**src/hdl/mrs_params.svh**
```systemverilog
// What this block does
// Reset pin initialises every state element except the context and the general registers
// 13-bit counter: word0 low five, word1
// 12-bit counter: word0 low four, word1
// Word0 bit 7 loads bank enable flag
// Counter and flag load same both cases
// Standby reset keeps context; operation reset spoils
// Data memory F8H to FDH always spoiled
// Interrupt status field cleared
// Bank select register cleared
// Serial mode register cleared
// Serial bus control register cleared
// Slave address kept in standby only
// Processor clock register cleared
// System clock register cleared
// Clock output register cleared
// Global interrupt enable cleared
// All three edge mode registers cleared
// Pull-up select register cleared
// Hold core until load done, then run
`ifndef MRS_PARAMS_SVH
`define MRS_PARAMS_SVH

`define MRS_PM_ADDR_HI     13'h0000
`define MRS_PM_ADDR_LO     13'h0001
`define MRS_MBE_BIT        7
`define MRS_DM_FIRST       8'hF8
`define MRS_DM_LAST        8'hFD
`define MRS_UNDEF_NIB      4'hA
`define MRS_SCRUB_LAST     3'h7
`define MRS_TMOD_RESET     8'hFF
`define MRS_ADM_RESET      8'h04
`define MRS_ZERO4          4'h0
`define MRS_ZERO8          8'h00

`endif

```
**src/hdl/mrs_pkg.sv**
```systemverilog
package mrs_pkg;

  typedef enum logic [2:0] {
    MRS_ST_ADDR0 = 3'h0,
    MRS_ST_ADDR1 = 3'h1,
    MRS_ST_CAPT  = 3'h3,
    MRS_ST_SCRUB = 3'h2,
    MRS_ST_RUN   = 3'h6
  } mrs_state_t;

  typedef struct packed {
    logic [3:0] processor_clock_reg;
    logic [3:0] system_clock_reg;
    logic [3:0] clock_output_reg;
    logic [3:0] bank_select_reg;
    logic [7:0] serial_mode_reg;
    logic [7:0] serial_bus_control_reg;
    logic [3:0] ext_irq0_edge_mode;
    logic [3:0] ext_irq1_edge_mode;
    logic [3:0] ext_irq2_edge_mode;
    logic [7:0] pullup_select_reg;
    logic [7:0] port_dir_group_a;
    logic [7:0] port_dir_group_b;
    logic [3:0] interval_timer_mode_reg;
    logic [7:0] timer_modulo_reg;
    logic [7:0] converter_mode_reg;
    logic       global_interrupt_enable;
    logic [7:0] interrupt_enable_flags;
    logic [1:0] interrupt_status_field;
    logic [2:0] skip_flags;
  } mrs_ctl_t;

  typedef struct packed {
    logic        carry_flag;
    logic [7:0]  slave_address_reg;
    logic [7:0]  serial_shift_reg;
    logic [15:0] bit_sequence_buffers;
  } mrs_ctx_t;

  typedef struct packed {
    logic       we;
    logic [2:0] waddr;
    logic [3:0] wdata;
    logic [2:0] raddr;
  } mrs_gpr_req_t;

endpackage : mrs_pkg

```
**src/hdl/mrs_gpr_mem.sv**
```systemverilog
`timescale 1ns/100ps
module mrs_gpr_mem #(
  parameter int WIDTH = 4,
  parameter int DEPTH = 8,
  parameter int AW    = 3
) (
  input  wire logic             i_sys_clk,
  input  wire logic             i_we,
  input  wire logic [AW-1:0]    i_waddr,
  input  wire logic [WIDTH-1:0] i_wdata,
  input  wire logic [AW-1:0]    i_raddr,
  output logic      [WIDTH-1:0] o_rdata
);

  // No reset: contents survive a reset taken in standby
  logic [WIDTH-1:0] mem [DEPTH];

  always_ff @(posedge i_sys_clk) begin
    if (i_we) begin
      mem[i_waddr] <= i_wdata;
    end
    o_rdata <= mem[i_raddr];
  end

endmodule : mrs_gpr_mem

```
**src/hdl/mrs_reset_init.sv**
```systemverilog
`timescale 1ns/100ps
`include "mrs_params.svh"
module mrs_reset_init import mrs_pkg::*; #(
  parameter int PC_WIDTH = 13
) (
  input  wire logic         i_sys_clk,
  input  wire logic         i_reset_n,
  input  wire logic         i_standby,
  input  wire logic [7:0]   i_pm_data,
  input  wire logic         i_ctl_we,
  input  wire mrs_ctl_t     i_ctl_wdata,
  input  wire logic         i_ctx_we,
  input  wire mrs_ctx_t     i_ctx_wdata,
  input  wire mrs_gpr_req_t i_gpr,
  output logic [12:0]       o_pm_addr,
  output logic [PC_WIDTH-1:0] o_pc,
  output logic              o_bank_enable,
  output logic              o_core_run,
  output logic              o_ctx_undefined,
  output mrs_ctl_t          o_ctl,
  output mrs_ctx_t          o_ctx,
  output logic [3:0]        o_gpr_rdata,
  output logic              o_dmem_we,
  output logic [7:0]        o_dmem_addr,
  output logic [3:0]        o_dmem_wdata
);

  localparam int HI_BITS = PC_WIDTH - 8;

  localparam mrs_ctl_t CTL_RESET = '{
    processor_clock_reg:     `MRS_ZERO4,
    system_clock_reg:        `MRS_ZERO4,
    clock_output_reg:        `MRS_ZERO4,
    bank_select_reg:         `MRS_ZERO4,
    serial_mode_reg:         `MRS_ZERO8,
    serial_bus_control_reg:  `MRS_ZERO8,
    ext_irq0_edge_mode:      `MRS_ZERO4,
    ext_irq1_edge_mode:      `MRS_ZERO4,
    ext_irq2_edge_mode:      `MRS_ZERO4,
    pullup_select_reg:       `MRS_ZERO8,
    port_dir_group_a:        `MRS_ZERO8,
    port_dir_group_b:        `MRS_ZERO8,
    interval_timer_mode_reg: `MRS_ZERO4,
    timer_modulo_reg:        `MRS_TMOD_RESET,
    converter_mode_reg:      `MRS_ADM_RESET,
    global_interrupt_enable: 1'b0,
    interrupt_enable_flags:  `MRS_ZERO8,
    interrupt_status_field:  2'h0,
    skip_flags:              3'h0
  };

  localparam mrs_ctx_t CTX_UNDEF = '{
    carry_flag:           1'b0,
    slave_address_reg:    {2{`MRS_UNDEF_NIB}},
    serial_shift_reg:     {2{`MRS_UNDEF_NIB}},
    bit_sequence_buffers: {4{`MRS_UNDEF_NIB}}
  };

  mrs_state_t       state;
  mrs_state_t       next_state;
  logic [2:0]       cnt;
  logic             mode_standby;
  logic [HI_BITS-1:0] pc_hi;
  logic             mbe_word0;
  logic [1:0]       rst_sync;

  // Pin reset asserts at once, releases through two flops
  wire logic rst_n = rst_sync[1];

  always_ff @(posedge i_sys_clk or negedge i_reset_n) begin
    if (!i_reset_n) begin
      rst_sync <= 2'h0;
    end else begin
      rst_sync <= {rst_sync[0], 1'h1};
    end
  end

  // Sequencer decode
  wire logic st_addr0   = (state == MRS_ST_ADDR0);
  wire logic st_addr1   = (state == MRS_ST_ADDR1);
  wire logic st_capt    = (state == MRS_ST_CAPT);
  wire logic st_scrub   = (state == MRS_ST_SCRUB);
  wire logic st_run     = (state == MRS_ST_RUN);
  wire logic scrub_done = st_scrub && (cnt == `MRS_SCRUB_LAST);
  wire logic dm_hit     = st_scrub && ((`MRS_DM_FIRST + {5'h00, cnt}) <= `MRS_DM_LAST);
  wire logic ctx_spoil  = st_scrub && !mode_standby;
  wire logic gpr_we     = ctx_spoil || (st_run && i_gpr.we);
  wire logic [2:0] gpr_waddr = ctx_spoil ? cnt : i_gpr.waddr;
  wire logic [3:0] gpr_wdata = ctx_spoil ? `MRS_UNDEF_NIB : i_gpr.wdata;

  always_comb begin
    next_state = state;
    unique case (state)
      MRS_ST_ADDR0: next_state = MRS_ST_ADDR1;
      MRS_ST_ADDR1: next_state = MRS_ST_CAPT;
      MRS_ST_CAPT:  next_state = MRS_ST_SCRUB;
      MRS_ST_SCRUB: next_state = scrub_done ? MRS_ST_RUN : MRS_ST_SCRUB;
      MRS_ST_RUN:   next_state = MRS_ST_RUN;
      default:      next_state = MRS_ST_ADDR0;
    endcase
  end

  // Sequencer, held at its first state while the pin is low
  always_ff @(posedge i_sys_clk or negedge rst_n) begin
    if (!rst_n) begin
      state <= MRS_ST_ADDR0;
      cnt   <= 3'h0;
    end else begin
      state <= next_state;
      cnt   <= st_scrub ? cnt + 3'h1 : 3'h0;
    end
  end

  // Reset cause caught after release, in the first cycle
  always_ff @(posedge i_sys_clk or negedge rst_n) begin
    if (!rst_n) begin
      mode_standby <= 1'b0;
    end else if (st_addr0) begin
      mode_standby <= i_standby;
    end
  end

  // Program memory fetch of the two start words
  always_ff @(posedge i_sys_clk or negedge rst_n) begin
    if (!rst_n) begin
      o_pm_addr <= `MRS_PM_ADDR_HI;
      pc_hi     <= '0;
      mbe_word0 <= 1'b0;
    end else begin
      if (st_addr0) begin
        o_pm_addr <= `MRS_PM_ADDR_LO;
      end
      if (st_addr1) begin
        pc_hi     <= i_pm_data[HI_BITS-1:0];
        mbe_word0 <= i_pm_data[`MRS_MBE_BIT];
      end
    end
  end

  // Counter, bank enable and run release
  always_ff @(posedge i_sys_clk or negedge rst_n) begin
    if (!rst_n) begin
      o_pc          <= '0;
      o_bank_enable <= 1'b0;
      o_core_run    <= 1'b0;
    end else begin
      if (st_capt) begin
        o_pc          <= {pc_hi, i_pm_data};
        o_bank_enable <= mbe_word0;
      end
      o_core_run <= o_core_run || scrub_done;
    end
  end

  // Control registers loaded with CTL_RESET by any reset, core writes once running
  always_ff @(posedge i_sys_clk or negedge rst_n) begin
    if (!rst_n) begin
      o_ctl <= CTL_RESET;
    end else if (st_run && i_ctl_we) begin
      o_ctl <= i_ctl_wdata;
    end
  end

  // Context has no reset; spoiled only after an operation reset
  always_ff @(posedge i_sys_clk) begin
    if (ctx_spoil) begin
      o_ctx <= CTX_UNDEF;
    end else if (st_run && i_ctx_we) begin
      o_ctx <= i_ctx_wdata;
    end
  end

  always_ff @(posedge i_sys_clk or negedge rst_n) begin
    if (!rst_n) begin
      o_ctx_undefined <= 1'b0;
    end else if (st_capt) begin
      o_ctx_undefined <= !mode_standby;
    end
  end

  // Data memory window spoiled on every reset
  always_ff @(posedge i_sys_clk or negedge rst_n) begin
    if (!rst_n) begin
      o_dmem_we    <= 1'b0;
      o_dmem_addr  <= `MRS_DM_FIRST;
      o_dmem_wdata <= `MRS_ZERO4;
    end else begin
      o_dmem_we    <= dm_hit;
      o_dmem_addr  <= `MRS_DM_FIRST + {5'h00, cnt};
      o_dmem_wdata <= `MRS_UNDEF_NIB;
    end
  end

  // General registers
  mrs_gpr_mem #(
    .WIDTH (4),
    .DEPTH (8),
    .AW    (3)
  ) u_gpr (
    .i_sys_clk (i_sys_clk),
    .i_we      (gpr_we),
    .i_waddr   (gpr_waddr),
    .i_wdata   (gpr_wdata),
    .i_raddr   (i_gpr.raddr),
    .o_rdata   (o_gpr_rdata)
  );
endmodule : mrs_reset_init

```
**config.mk**
```make
export PLATFORM = sky130hd
export DESIGN_NAME = mrs_reset_init
export DESIGN_NICKNAME = d
export VERILOG_FILES = /design/src/hdl/mrs_pkg.sv /design/src/hdl/mrs_gpr_mem.sv /design/src/hdl/mrs_reset_init.sv
export VERILOG_INCLUDE_DIRS = /design/src /design/src/hdl
export SDC_FILE = /design/constraint.sdc
export NUM_CORES = 1
export LEC_CHECK = 0
export BUFFER_PORTS_ARGS = -buffer_cell sky130_fd_sc_hd__buf_2
export CAP_MARGIN = 20
export CORE_MARGIN = 10
export CORE_UTILIZATION = 43
export DETAILED_ROUTE_END_ITERATION = 6
export PLACE_DENSITY = 0.76
export SLEW_MARGIN = 10
export SYNTH_ARGS = -nofsm -noshare
export SYNTH_HDL_FRONTEND = slang
export SYNTH_SLANG_ARGS = --single-unit
```
**constraint.sdc**
```tcl
create_clock -name i_sys_clk -period 4.1 [get_ports i_sys_clk]
set_input_delay 0.205 -clock i_sys_clk [delete_from_list [all_inputs] [get_ports i_sys_clk]]
set_output_delay 0.205 -clock i_sys_clk [all_outputs]
set_load 0.02 [all_outputs]
```
Yosys cells after proc, flatten, opt, wreduce, memory -nomap -nowiden
Memories as Yosys holds them, arrays and structs flattened. A register that Yosys moved wholly into a read port is not among the register bits.
Index checks and enable logic that the tools add are counted.
Word-level totals
  RAM bits: 32
  ROM bits: 0
  input bits: 159
  memories: 1
  register bits after elaboration: 174
  word-level logic and storage cells: 63
  output and inout bits: 181
  bits in latches: 0
Operators by class
  divide/modulo/power cells: 0
  shift operators: 0
  reduce and logical (&&, ||, !) cells: 10
  equality and inequality tests: 5
  magnitude comparators: 1
  add/subtract/negate cells: 2
  multiply operators: 0
  bitwise logic cells: 0
  multiplexer cells: 7
Memories
  u_gpr.mem: words 8, width 4, read ports 1, clocked after memory_dff 1, wr ports 1, RTL line mrs_gpr_mem.sv:16  | logic [WIDTH-1:0] mem [DEPTH];
Operators by type and width (count)
  3-bit one-hot mux with 5 select lines: 1
  3-bit two-way mux: 3
  8-bit <= comparator (second input constant): 1
  3-bit by 2-bit == test with 1-bit output (second input constant): 2
  3-bit == test (second input constant): 2
  1-bit logical AND: 6
  4-bit by 4-bit adder with 5-bit output (first input constant): 1
  4-bit two-way mux: 1
  3-bit by 1-bit adder with 3-bit output (second input constant): 1
  3-bit by 1-bit == test with 1-bit output (second input constant): 1
  3-bit zero test: 1
  1-bit logical OR: 2
  1-bit two-way mux: 2
  1-bit zero test: 1

Depth between registers and ports, before layout
Gate-level depths: netlist (run 1).
  word-level depth: 5
  gate-level depth with buffers: 6
  gate-level depth less buffers: 4

By module
Synthesis (run 1) repeated with hierarchy kept, for this count alone.
Unflattened totals
  cells, all modules: 544
  area total of the unflattened synthesis: 7900.1 µm²
By module, submodules not included
  mrs_reset_init: instances 1, area each 6530.0 µm², cells each 481, seq. area each 4150.2 µm²
  mrs_gpr_mem: instances 1, area each 1370.1 µm², cells each 63, seq. area each 1041.0 µm²

Least setup slack after synthesis (run 1)
Ideal clock, no wire load.
  path type: flip-flop to flip-flop
  start: register state[2]
  end: memory u_gpr.mem[0][0], enable pin
  data arrival time: 1415 ps
  path buffers: 1
  stages on the path, launching flop included: 5
  setup slack: 2350 ps
  library setup time: 335 ps
  cells stage by stage: dfrtp_1 buf_2 or3_1 or4_1 o21ai_1
On the way
  word-level cells in the longest chain between the ends: 5
  elaborated cells on any way between the ends: 8
  those cells by class: eq/ne: 2; mux: 3; reduce/logical: 3
RTL lines
  from (decl): RTL line mrs_reset_init.sv:59  | mrs_state_t state;
  from (signal assigned): RTL line mrs_reset_init.sv:109  | state <= next_state;
  3-bit by 2-bit == test with 1-bit output / 3-bit == test (equally long branches): RTL line mrs_reset_init.sv:82, mrs_reset_init.sv:83
  1-bit logical AND (on tied branches): RTL line mrs_reset_init.sv:86, mrs_reset_init.sv:87
  1-bit logical OR: RTL line mrs_reset_init.sv:87  | wire logic gpr_we = ctx_spoil || (st_run && i_gpr.we);
  1-bit two-way mux: RTL line mrs_gpr_mem.sv:19  | if (i_we) begin
  1-bit two-way mux (not written as such): RTL line mrs_gpr_mem.sv:20  | mem[i_waddr] <= i_wdata;
  to (decl): RTL line mrs_gpr_mem.sv:16
Parallel ways exist; a longest one is shown, timed or not.

Worst setup path after layout (run 1)
  start: register state[1]
  end: register o_ctl[49] in the netlist's numbering
On the way
  word-level cells in the longest chain between the ends: 2
RTL lines
  3-bit == test: RTL line mrs_reset_init.sv:83  | wire logic st_run = (state == MRS_ST_RUN);
  1-bit logical AND: RTL line mrs_reset_init.sv:159  | end else if (st_run && i_ctl_we) begin
  to (signal assigned): RTL line mrs_reset_init.sv:160  | o_ctl <= i_ctl_wdata;
  to (decl): RTL line mrs_reset_init.sv:20  | output mrs_ctl_t o_ctl,
No other way between the ends.
A chain may end at the register's enable or synchronous reset.

==> results.toml, run 1 <==
[run_status]
status = "completed"

[synth]
synth_cell_types = 37
yosys_warnings = 0
async_flop_share_pct = 66.8
syn_area_um2 = 8230
ys.flop_type = "dfrtp_1"
netlist_instances = 549
synth-seq-cells = 208
synth_seq_area_share_pct = 63.0
syn-mean-instance-area_um2 = 15.0
synth_edf_count = 32

[floorplan]
initial_utilization_pct = 43.9
rows = 50
die_y_um = 158
die_area_um2 = 25100
io_pins = 340
die_w_um = 158
core_area_um2 = 18800

[global_route]
grt_overflow = 0
grt_max_degree = 138
gr-usage-all-layers_pct = 20.1
grt_pass1_vias = 6846
antenna_found_initial = 4
grt_pass1_wl_um = 39400

[placed_design]
dp_slack_ps = 1160
io_buffer_count = 320
dp_hpwl_um = 16700
dp_cells = 1080
routabilityCongestion = 0.817

[pwr]
power_switching_w = 0.00139
leakagePower_nw = 5.83
powerDensity_nw_per_um2 = 431
intPower_w = 0.00384
p_sw_share_pct = 26.6
seq_power_share_pct = 44.8
combPwrFrac_pct = 17.1
power_frac_clock_pct = 38.1
peakVddDrop_mv = 0.315

[setup_path]
cp_max_fo = 45
worstPathRequired_ps = 4480
path_common_cell = "buf_4"
end_kind = "flop"
slowest_stage = "buf_4"
max_stage_delay_ps = 690
cp-start-kind = "flop"
critPathKind = "flop to flop"
critPathBufInv = 2
cpLargestDelayFamily = "buffers and inverters"
r2r-start = "state[1]"
arrival_ps = 3300
cp-startpoint = "state[1]"
path_cells = "and2b_4, nand3_4, buf_4, buf_4, mux2_2"

[sta]
hold_viol_final = 0
tightest_slew_ps = 805
tns_ps = 0
slew_violations = 0
setup_violations = 0
post-route-min-period_ps = 2920
fin_skew_ps = 10.4
rsz0062_at_grt = "false"
max_slew_margin_pct = 46.2
setup_ws_ps = 1180
fmax_mhz = 342
finalCritPeriodShare_pct = 71.3

[cts]
cts_buffers = 22
clockRootBuffer = "clkbuf_16"
ctsResizeCount = 0
cts_tree = "yes"
clockBufferDepth = 3
clkSlewWorstSetupHoldPaths_ps = 60
cts.sinks = 208
htreeDepth = 1
clk_latency_ps = 500

[detailed_routing]
first_pass_iters = 4
totalWireLength_um = 26500
wl_met3_um = 2510
top_layer_used = "met4"
antenna_left = 0
viasPerCell = 4.90
wl_per_cell_um = 20.8
wl_met1_um = 9760
first_iter_violations = 310
vias = 6224
dr_wl_met2_um = 13400
drcViolationCount = 0

[min_path]
hold_class = "input pin to flop"
min-delay-start = "i_gpr[0]"

[layout]
layout_commonest_cell = "buf_2"
layout-drive-gt1-share_pct = 49.9
register_area_um2 = 5190
n_fill_cell = 1278
multi_input_area_um2 = 2770
syn_to_final_growth_pct = 47.3
fin_cells = 1270
nNetsFinal = 1178
final_cell_mix = "320 x buf_2, 145 x dlygate4sd3_1, 129 x dfrtp_1, 80 x mux2_4, 72 x nand2_1"

[job]
max-cap-violations = 0
cells by family (layout without fill, tap and decap cells):
kind of cell    after synthesis  in the layout  share of synthesized area (%)
compound gates               28             28                           1.93
other cells                   2             26                         0.0912
fa+ha+maj                     4              4                          0.608
mux                         135            135                           23.2
buf+inv                      51            514                           4.25
simple gates                121            121                           6.87
flops                       208            208                           63.0
flip-flops by register name (all words and copies together) (netlist names), 2 cells and up:
signal / cells
o_ctl: 102
o_ctx: 33
u_gpr.mem: 32
pc_hi: 5
o_dmem_addr: 3
state: 3
rst_sync: 2
cnt: 3
o_pc: 13
u_gpr.o_rdata: 4
synthesized netlist by cell type, types with 2 or more instances:
| master | number | area [um^2] |
|---|---|---|
| o22ai_1 | 4 | 25.0 |
| buf_6 | 9 | 101 |
| dfrtp_1 | 130 | 3250 |
| nand2_1 | 72 | 270 |
| ha_1 | 4 | 50.1 |
| nand2b_1 | 5 | 31.3 |
| nor2_1 | 5 | 18.8 |
| dfxtp_1 | 37 | 741 |
| nand4b_1 | 2 | 17.5 |
| mux4_2 | 8 | 180 |
| edfxtp_1 | 32 | 961 |
| nor3_1 | 3 | 15.0 |
| nand3_1 | 18 | 90.1 |
| buf_2 | 13 | 65.1 |
| clkbuf_1 | 6 | 22.5 |
| o32ai_1 | 3 | 26.3 |
| inv_1 | 3 | 11.3 |
| and2_1 | 4 | 25.0 |
| o21ai_0 | 2 | 10.0 |
| nor3_2 | 2 | 20.0 |
| a21oi_1 | 17 | 85.1 |
| mux2_4 | 80 | 1200 |
| mux2_2 | 47 | 529 |
| or2_2 | 2 | 12.5 |
| dfstp_2 | 9 | 236 |
| buf_4 | 20 | 150 |
| conb_1 | 2 | 7.51 |
cell type report:
type / instances / area share [%]
multi-input cells: 309 / 22.9
clock inverters: 10 / 0.702
repair buffers: 471 / 25.7
inverters: 3 / 0.0929
diodes: 5 / 0.103
clock buffers: 30 / 5.29
well taps: 234 / 2.41
flip-flops and latches: 208 / 42.8
power groups by stage:
stage | combinational (W) | clock [W] | sequential, W
floorplan | 0.000285 | 0 | 0.00256
global placement | 0.000757 | 0 | 0.00236
detailed placement | 0.000774 | 0 | 0.00237
CTS | 0.000883 | 0.00201 | 0.00233
global route | 0.000948 | 0.00211 | 0.00236
finish | 0.000895 | 0.00199 | 0.00234
worst register-to-register path, delay by kind of cell, from the launching register on:
| kind | cells | cell delay (ps) |
|---|---|---|
| flops | 1 | 460 |
| simple gates | 2 | 510 |
| buf+inv | 2 | 1390 |
| mux | 1 | 450 |
routing by layer:
metal	vias to the layer above	GRT usage, %
met1	3043	22.4
li1	2810	-
met2	316	35.0
met3	55	6.53
met5	-	0
met4	0	7.19
metrics by stage:
| stage | instance area (um^2) | util [%] | total power [W] | hold slack [ps] |
|---|---|---|---|---|
| after floorplan | 8310 | - | 0.00285 | -90.6 |
| after global placement | 9920 | 52.9 | 0.00312 | -9.95 |
| after detailed placement | 9940 | 52.9 | 0.00314 | -7.27 |
| after CTS | 12100 | 64.6 | 0.00523 | 1.81 |
| after global routing | 12100 | 64.6 | 0.00542 | 18.1 |
| final | 12100 | 64.6 | 0.00523 | 23.2 |
timing repair:
item / CTS / global route
endpoints found under the hold margin: 152 / 0
setup buffers: 0 / 0
hold buffers: 145 / 0
worst paths after layout:
path,slack [ps],cells past startpoint,endpoint
max,1180,5,o_ctl[49]
min,20,2,u_gpr.o_rdata[1]
max reg2reg,1180,5,o_ctl[49]
min reg2reg,360,0,rst_sync[1]
max in group asynchronous,3110,1,o_ctl[9]
min in group asynchronous,50,2,rst_sync[1]
(Power assumes the default switching activity.)
==> inputs of run 2 (changes only) <==
--- a/config.mk
+++ b/config.mk
@@ -6,12 +6,13 @@
 export SDC_FILE = /design/constraint.sdc
 export NUM_CORES = 1
 export LEC_CHECK = 0
+export ABC_AREA = 1
 export BUFFER_PORTS_ARGS = -buffer_cell sky130_fd_sc_hd__buf_2
 export CAP_MARGIN = 20
 export CORE_MARGIN = 10
-export CORE_UTILIZATION = 43
+export CORE_UTILIZATION = 49
 export DETAILED_ROUTE_END_ITERATION = 6
-export PLACE_DENSITY = 0.76
+export PLACE_DENSITY = 0.81
 export SLEW_MARGIN = 10
 export SYNTH_ARGS = -nofsm -noshare
 export SYNTH_HDL_FRONTEND = slang
==> constraint.sdc (replaced) <==
create_clock -name i_sys_clk -period 2.7 [get_ports i_sys_clk]
set_input_delay 0.135 -clock i_sys_clk [delete_from_list [all_inputs] [get_ports i_sys_clk]]
set_output_delay 0.135 -clock i_sys_clk [all_outputs]
set_load 0.02 [all_outputs]
==> results.toml, run 2 <==
[sta]
holdWs_ps = 27.2
fin_skew_ps = 11.1
tns_ps = 0
slew_violations = 0
max_slew_margin_pct = 53.0
hold_viol_final = 0
setup_violations = 0
tightest_slew_ps = 706
post-route-min-period_ps = 2020
fmax_mhz = 494
setup_ws_ps = 676
finalCritPeriodShare_pct = 75.0
rsz0062_at_grt = "false"

[detailed_routing]
first_pass_iters = 6
wl_per_cell_um = 18.3
first_iter_violations = 454
drcViolationCount = 0
antenna_left = 0
totalWireLength_um = 28700
vias = 7756
viasPerCell = 4.95

[global_route]
grt_overflow = 0
grt_pass1_vias = 8405
antenna_found_initial = 2
grt_pass1_wl_um = 45400
grt_max_degree = 53
gr-usage-all-layers_pct = 23.8

[layout]
largestRegisters = "o_ctl: 102 flops, o_ctx: 33 flops, u_gpr.mem: 32 flops"
n_fill_cell = 1123
largest_register_ffs = 102
final_cell_mix = "320 x buf_2, 214 x nand2_1, 147 x dlygate4sd3_1, 129 x dfrtp_1, 126 x inv_1"
syn_to_final_growth_pct = 44.3
register_area_um2 = 5190
multi_input_area_um2 = 2430
top_register = "o_ctl"
layout_commonest_cell = "buf_2"
nNetsFinal = 1489
layout-drive-gt1-share_pct = 33.6

[cts]
clkSlewWorstSetupHoldPaths_ps = 60
cts_tree = "yes"
htreeDepth = 1
cts_buffers = 23
post-cts-setup-buffers = 0
cts.sinks = 208
clockBufferDepth = 3
clk_latency_ps = 500
ctsResizeCount = 0
clockRootBuffer = "clkbuf_16"

[floorplan]
initial_utilization_pct = 49.7
core_area_um2 = 17200
die_w_um = 152
die_area_um2 = 23100
rows = 48
io_pins = 340
die_y_um = 152

[synth]
synth_common_cells = "214 x nand2_1, 130 x dfrtp_1, 126 x inv_1, 60 x o21ai_2, 45 x nor2_1"
synth_top_area_share_pct = 38.1
synth_seq_area_share_pct = 60.9
synth_cell_types = 30
synth_edf_count = 32
syn-mean-instance-area_um2 = 9.89
ys_top_cells_by_area = "dfrtp_1 38%, edfxtp_1 11%, nand2_1 9.4%"
netlist_instances = 862
syn_area_um2 = 8530
async_flop_share_pct = 66.8
yosys_warnings = 0
synthMostInstantiatedCell = "nand2_1"
synth_area_leader_cell = "dfrtp_1"
synth-seq-cells = 208
ys.flop_type = "dfrtp_1"

[setup_path]
path_common_cell = "inv_2"
slowest_stage = "dfrtp_1"
arrival_ps = 2250
path_cells = "inv_2, nand3_2, buf_4, inv_2, nor2_1"
cp-startpoint = "state[2]"
cp_max_fo = 21
worstPathRequired_ps = 2930
cp-start-kind = "flop"
r2r-start = "state[2]"
max_stage_delay_ps = 550
end_kind = "flop"
critPathKind = "flop to flop"

[min_path]
min-delay-start = "i_gpr[6]"
hold_class = "input pin to flop"

[run_status]
status = "completed"

[placed_design]
routabilityCongestion = 0.866
io_buffer_count = 320
dp_slack_ps = 691
dp_hpwl_um = 17300

[job]
max-cap-violations = 0

[pwr]
leakagePower_nw = 6.38
peakVddDrop_mv = 0.490
powerDensity_nw_per_um2 = 634
-- run 2: cell count changes after synthesis, sizes merged, moves of 11 or more --
cell,delta
nor2,+41
buf,+11
o21ai,+133
inv,+126
mux2,-119
nand2,+142
-- run 2: worst paths after layout --
kind / end / slack [ps] / cells past startpoint
hold / removal: u_gpr.mem[4][3] / 30 / 2
hold reg to reg: rst_sync[1] / 350 / 0
min in group asynchronous: o_bank_enable / 370 / 0
max in group asynchronous: o_ctl[56] / 1570 / 1
setup / recovery: u_gpr.mem[0][2] / 680 / 5
setup reg to reg: u_gpr.mem[0][2] / 680 / 5
-- run 2: power by group --
part	switching, W	internal (W)	leakage (nW)
clock network	0.00121	0.00177	0.343
registers	0.000135	0.00340	2.27
logic	0.000777	0.000511	3.77
-- run 2: what timing repair did --
action                     4_1_cts  5_1_grt
hold buffers                   147        0
hold endpoints to repair       156        0
setup endpoints to repair        0        0
-- run 2: worst max-delay path: cells and delay by family (launching register included) --
family | cells | cell delay [ps]
DFF | 1 | 550
and+or+nand+nor | 2 | 590
buffers and inverters | 3 | 620
-- run 2: layout make-up --
type	instances	share of cell area, %
Tap cell	225	2.29
Clock buffer	35	5.37
Antenna cell	2	0.0407
Timing Repair Buffer	480	26.0
Sequential cell	208	42.2
Clock inverter	5	0.407
Inverter	130	3.97
Multi-Input combinational cell	483	19.8
-- run 2: kinds of logic after synthesis --
kind of cell / synth area share (%)
other: 0.0880
buffers and inverters: 11.5
muxes: 1.06
AOI/OAI and AO/OA: 11.8
adders and majority gates: 0.587
DFF: 60.9
and+or+nand+nor: 14.1
-- run 2: stage by stage --
step	power [W]	instances	area, um^2	utilization, %
global placement	0.00462	1379	10100	58.9
global route	0.00809	1568	12300	71.7
finish	0.00781	1568	12300	71.7
floorplan	0.00425	881	8600	-
detailed placement	0.00465	1379	10100	58.9
CTS	0.00777	1566	12300	71.6
-- run 2: layer usage --
metal / GRT usage [%] / share of wire, % / vias to the layer above
met4: 13.5 / 5.9 / 0
li1: - / - / 3588
met1: 25.0 / 35 / 3658
met2: 42.1 / 51 / 384
met5: 0 / 0 / -
met3: 6.55 / 7.8 / 126
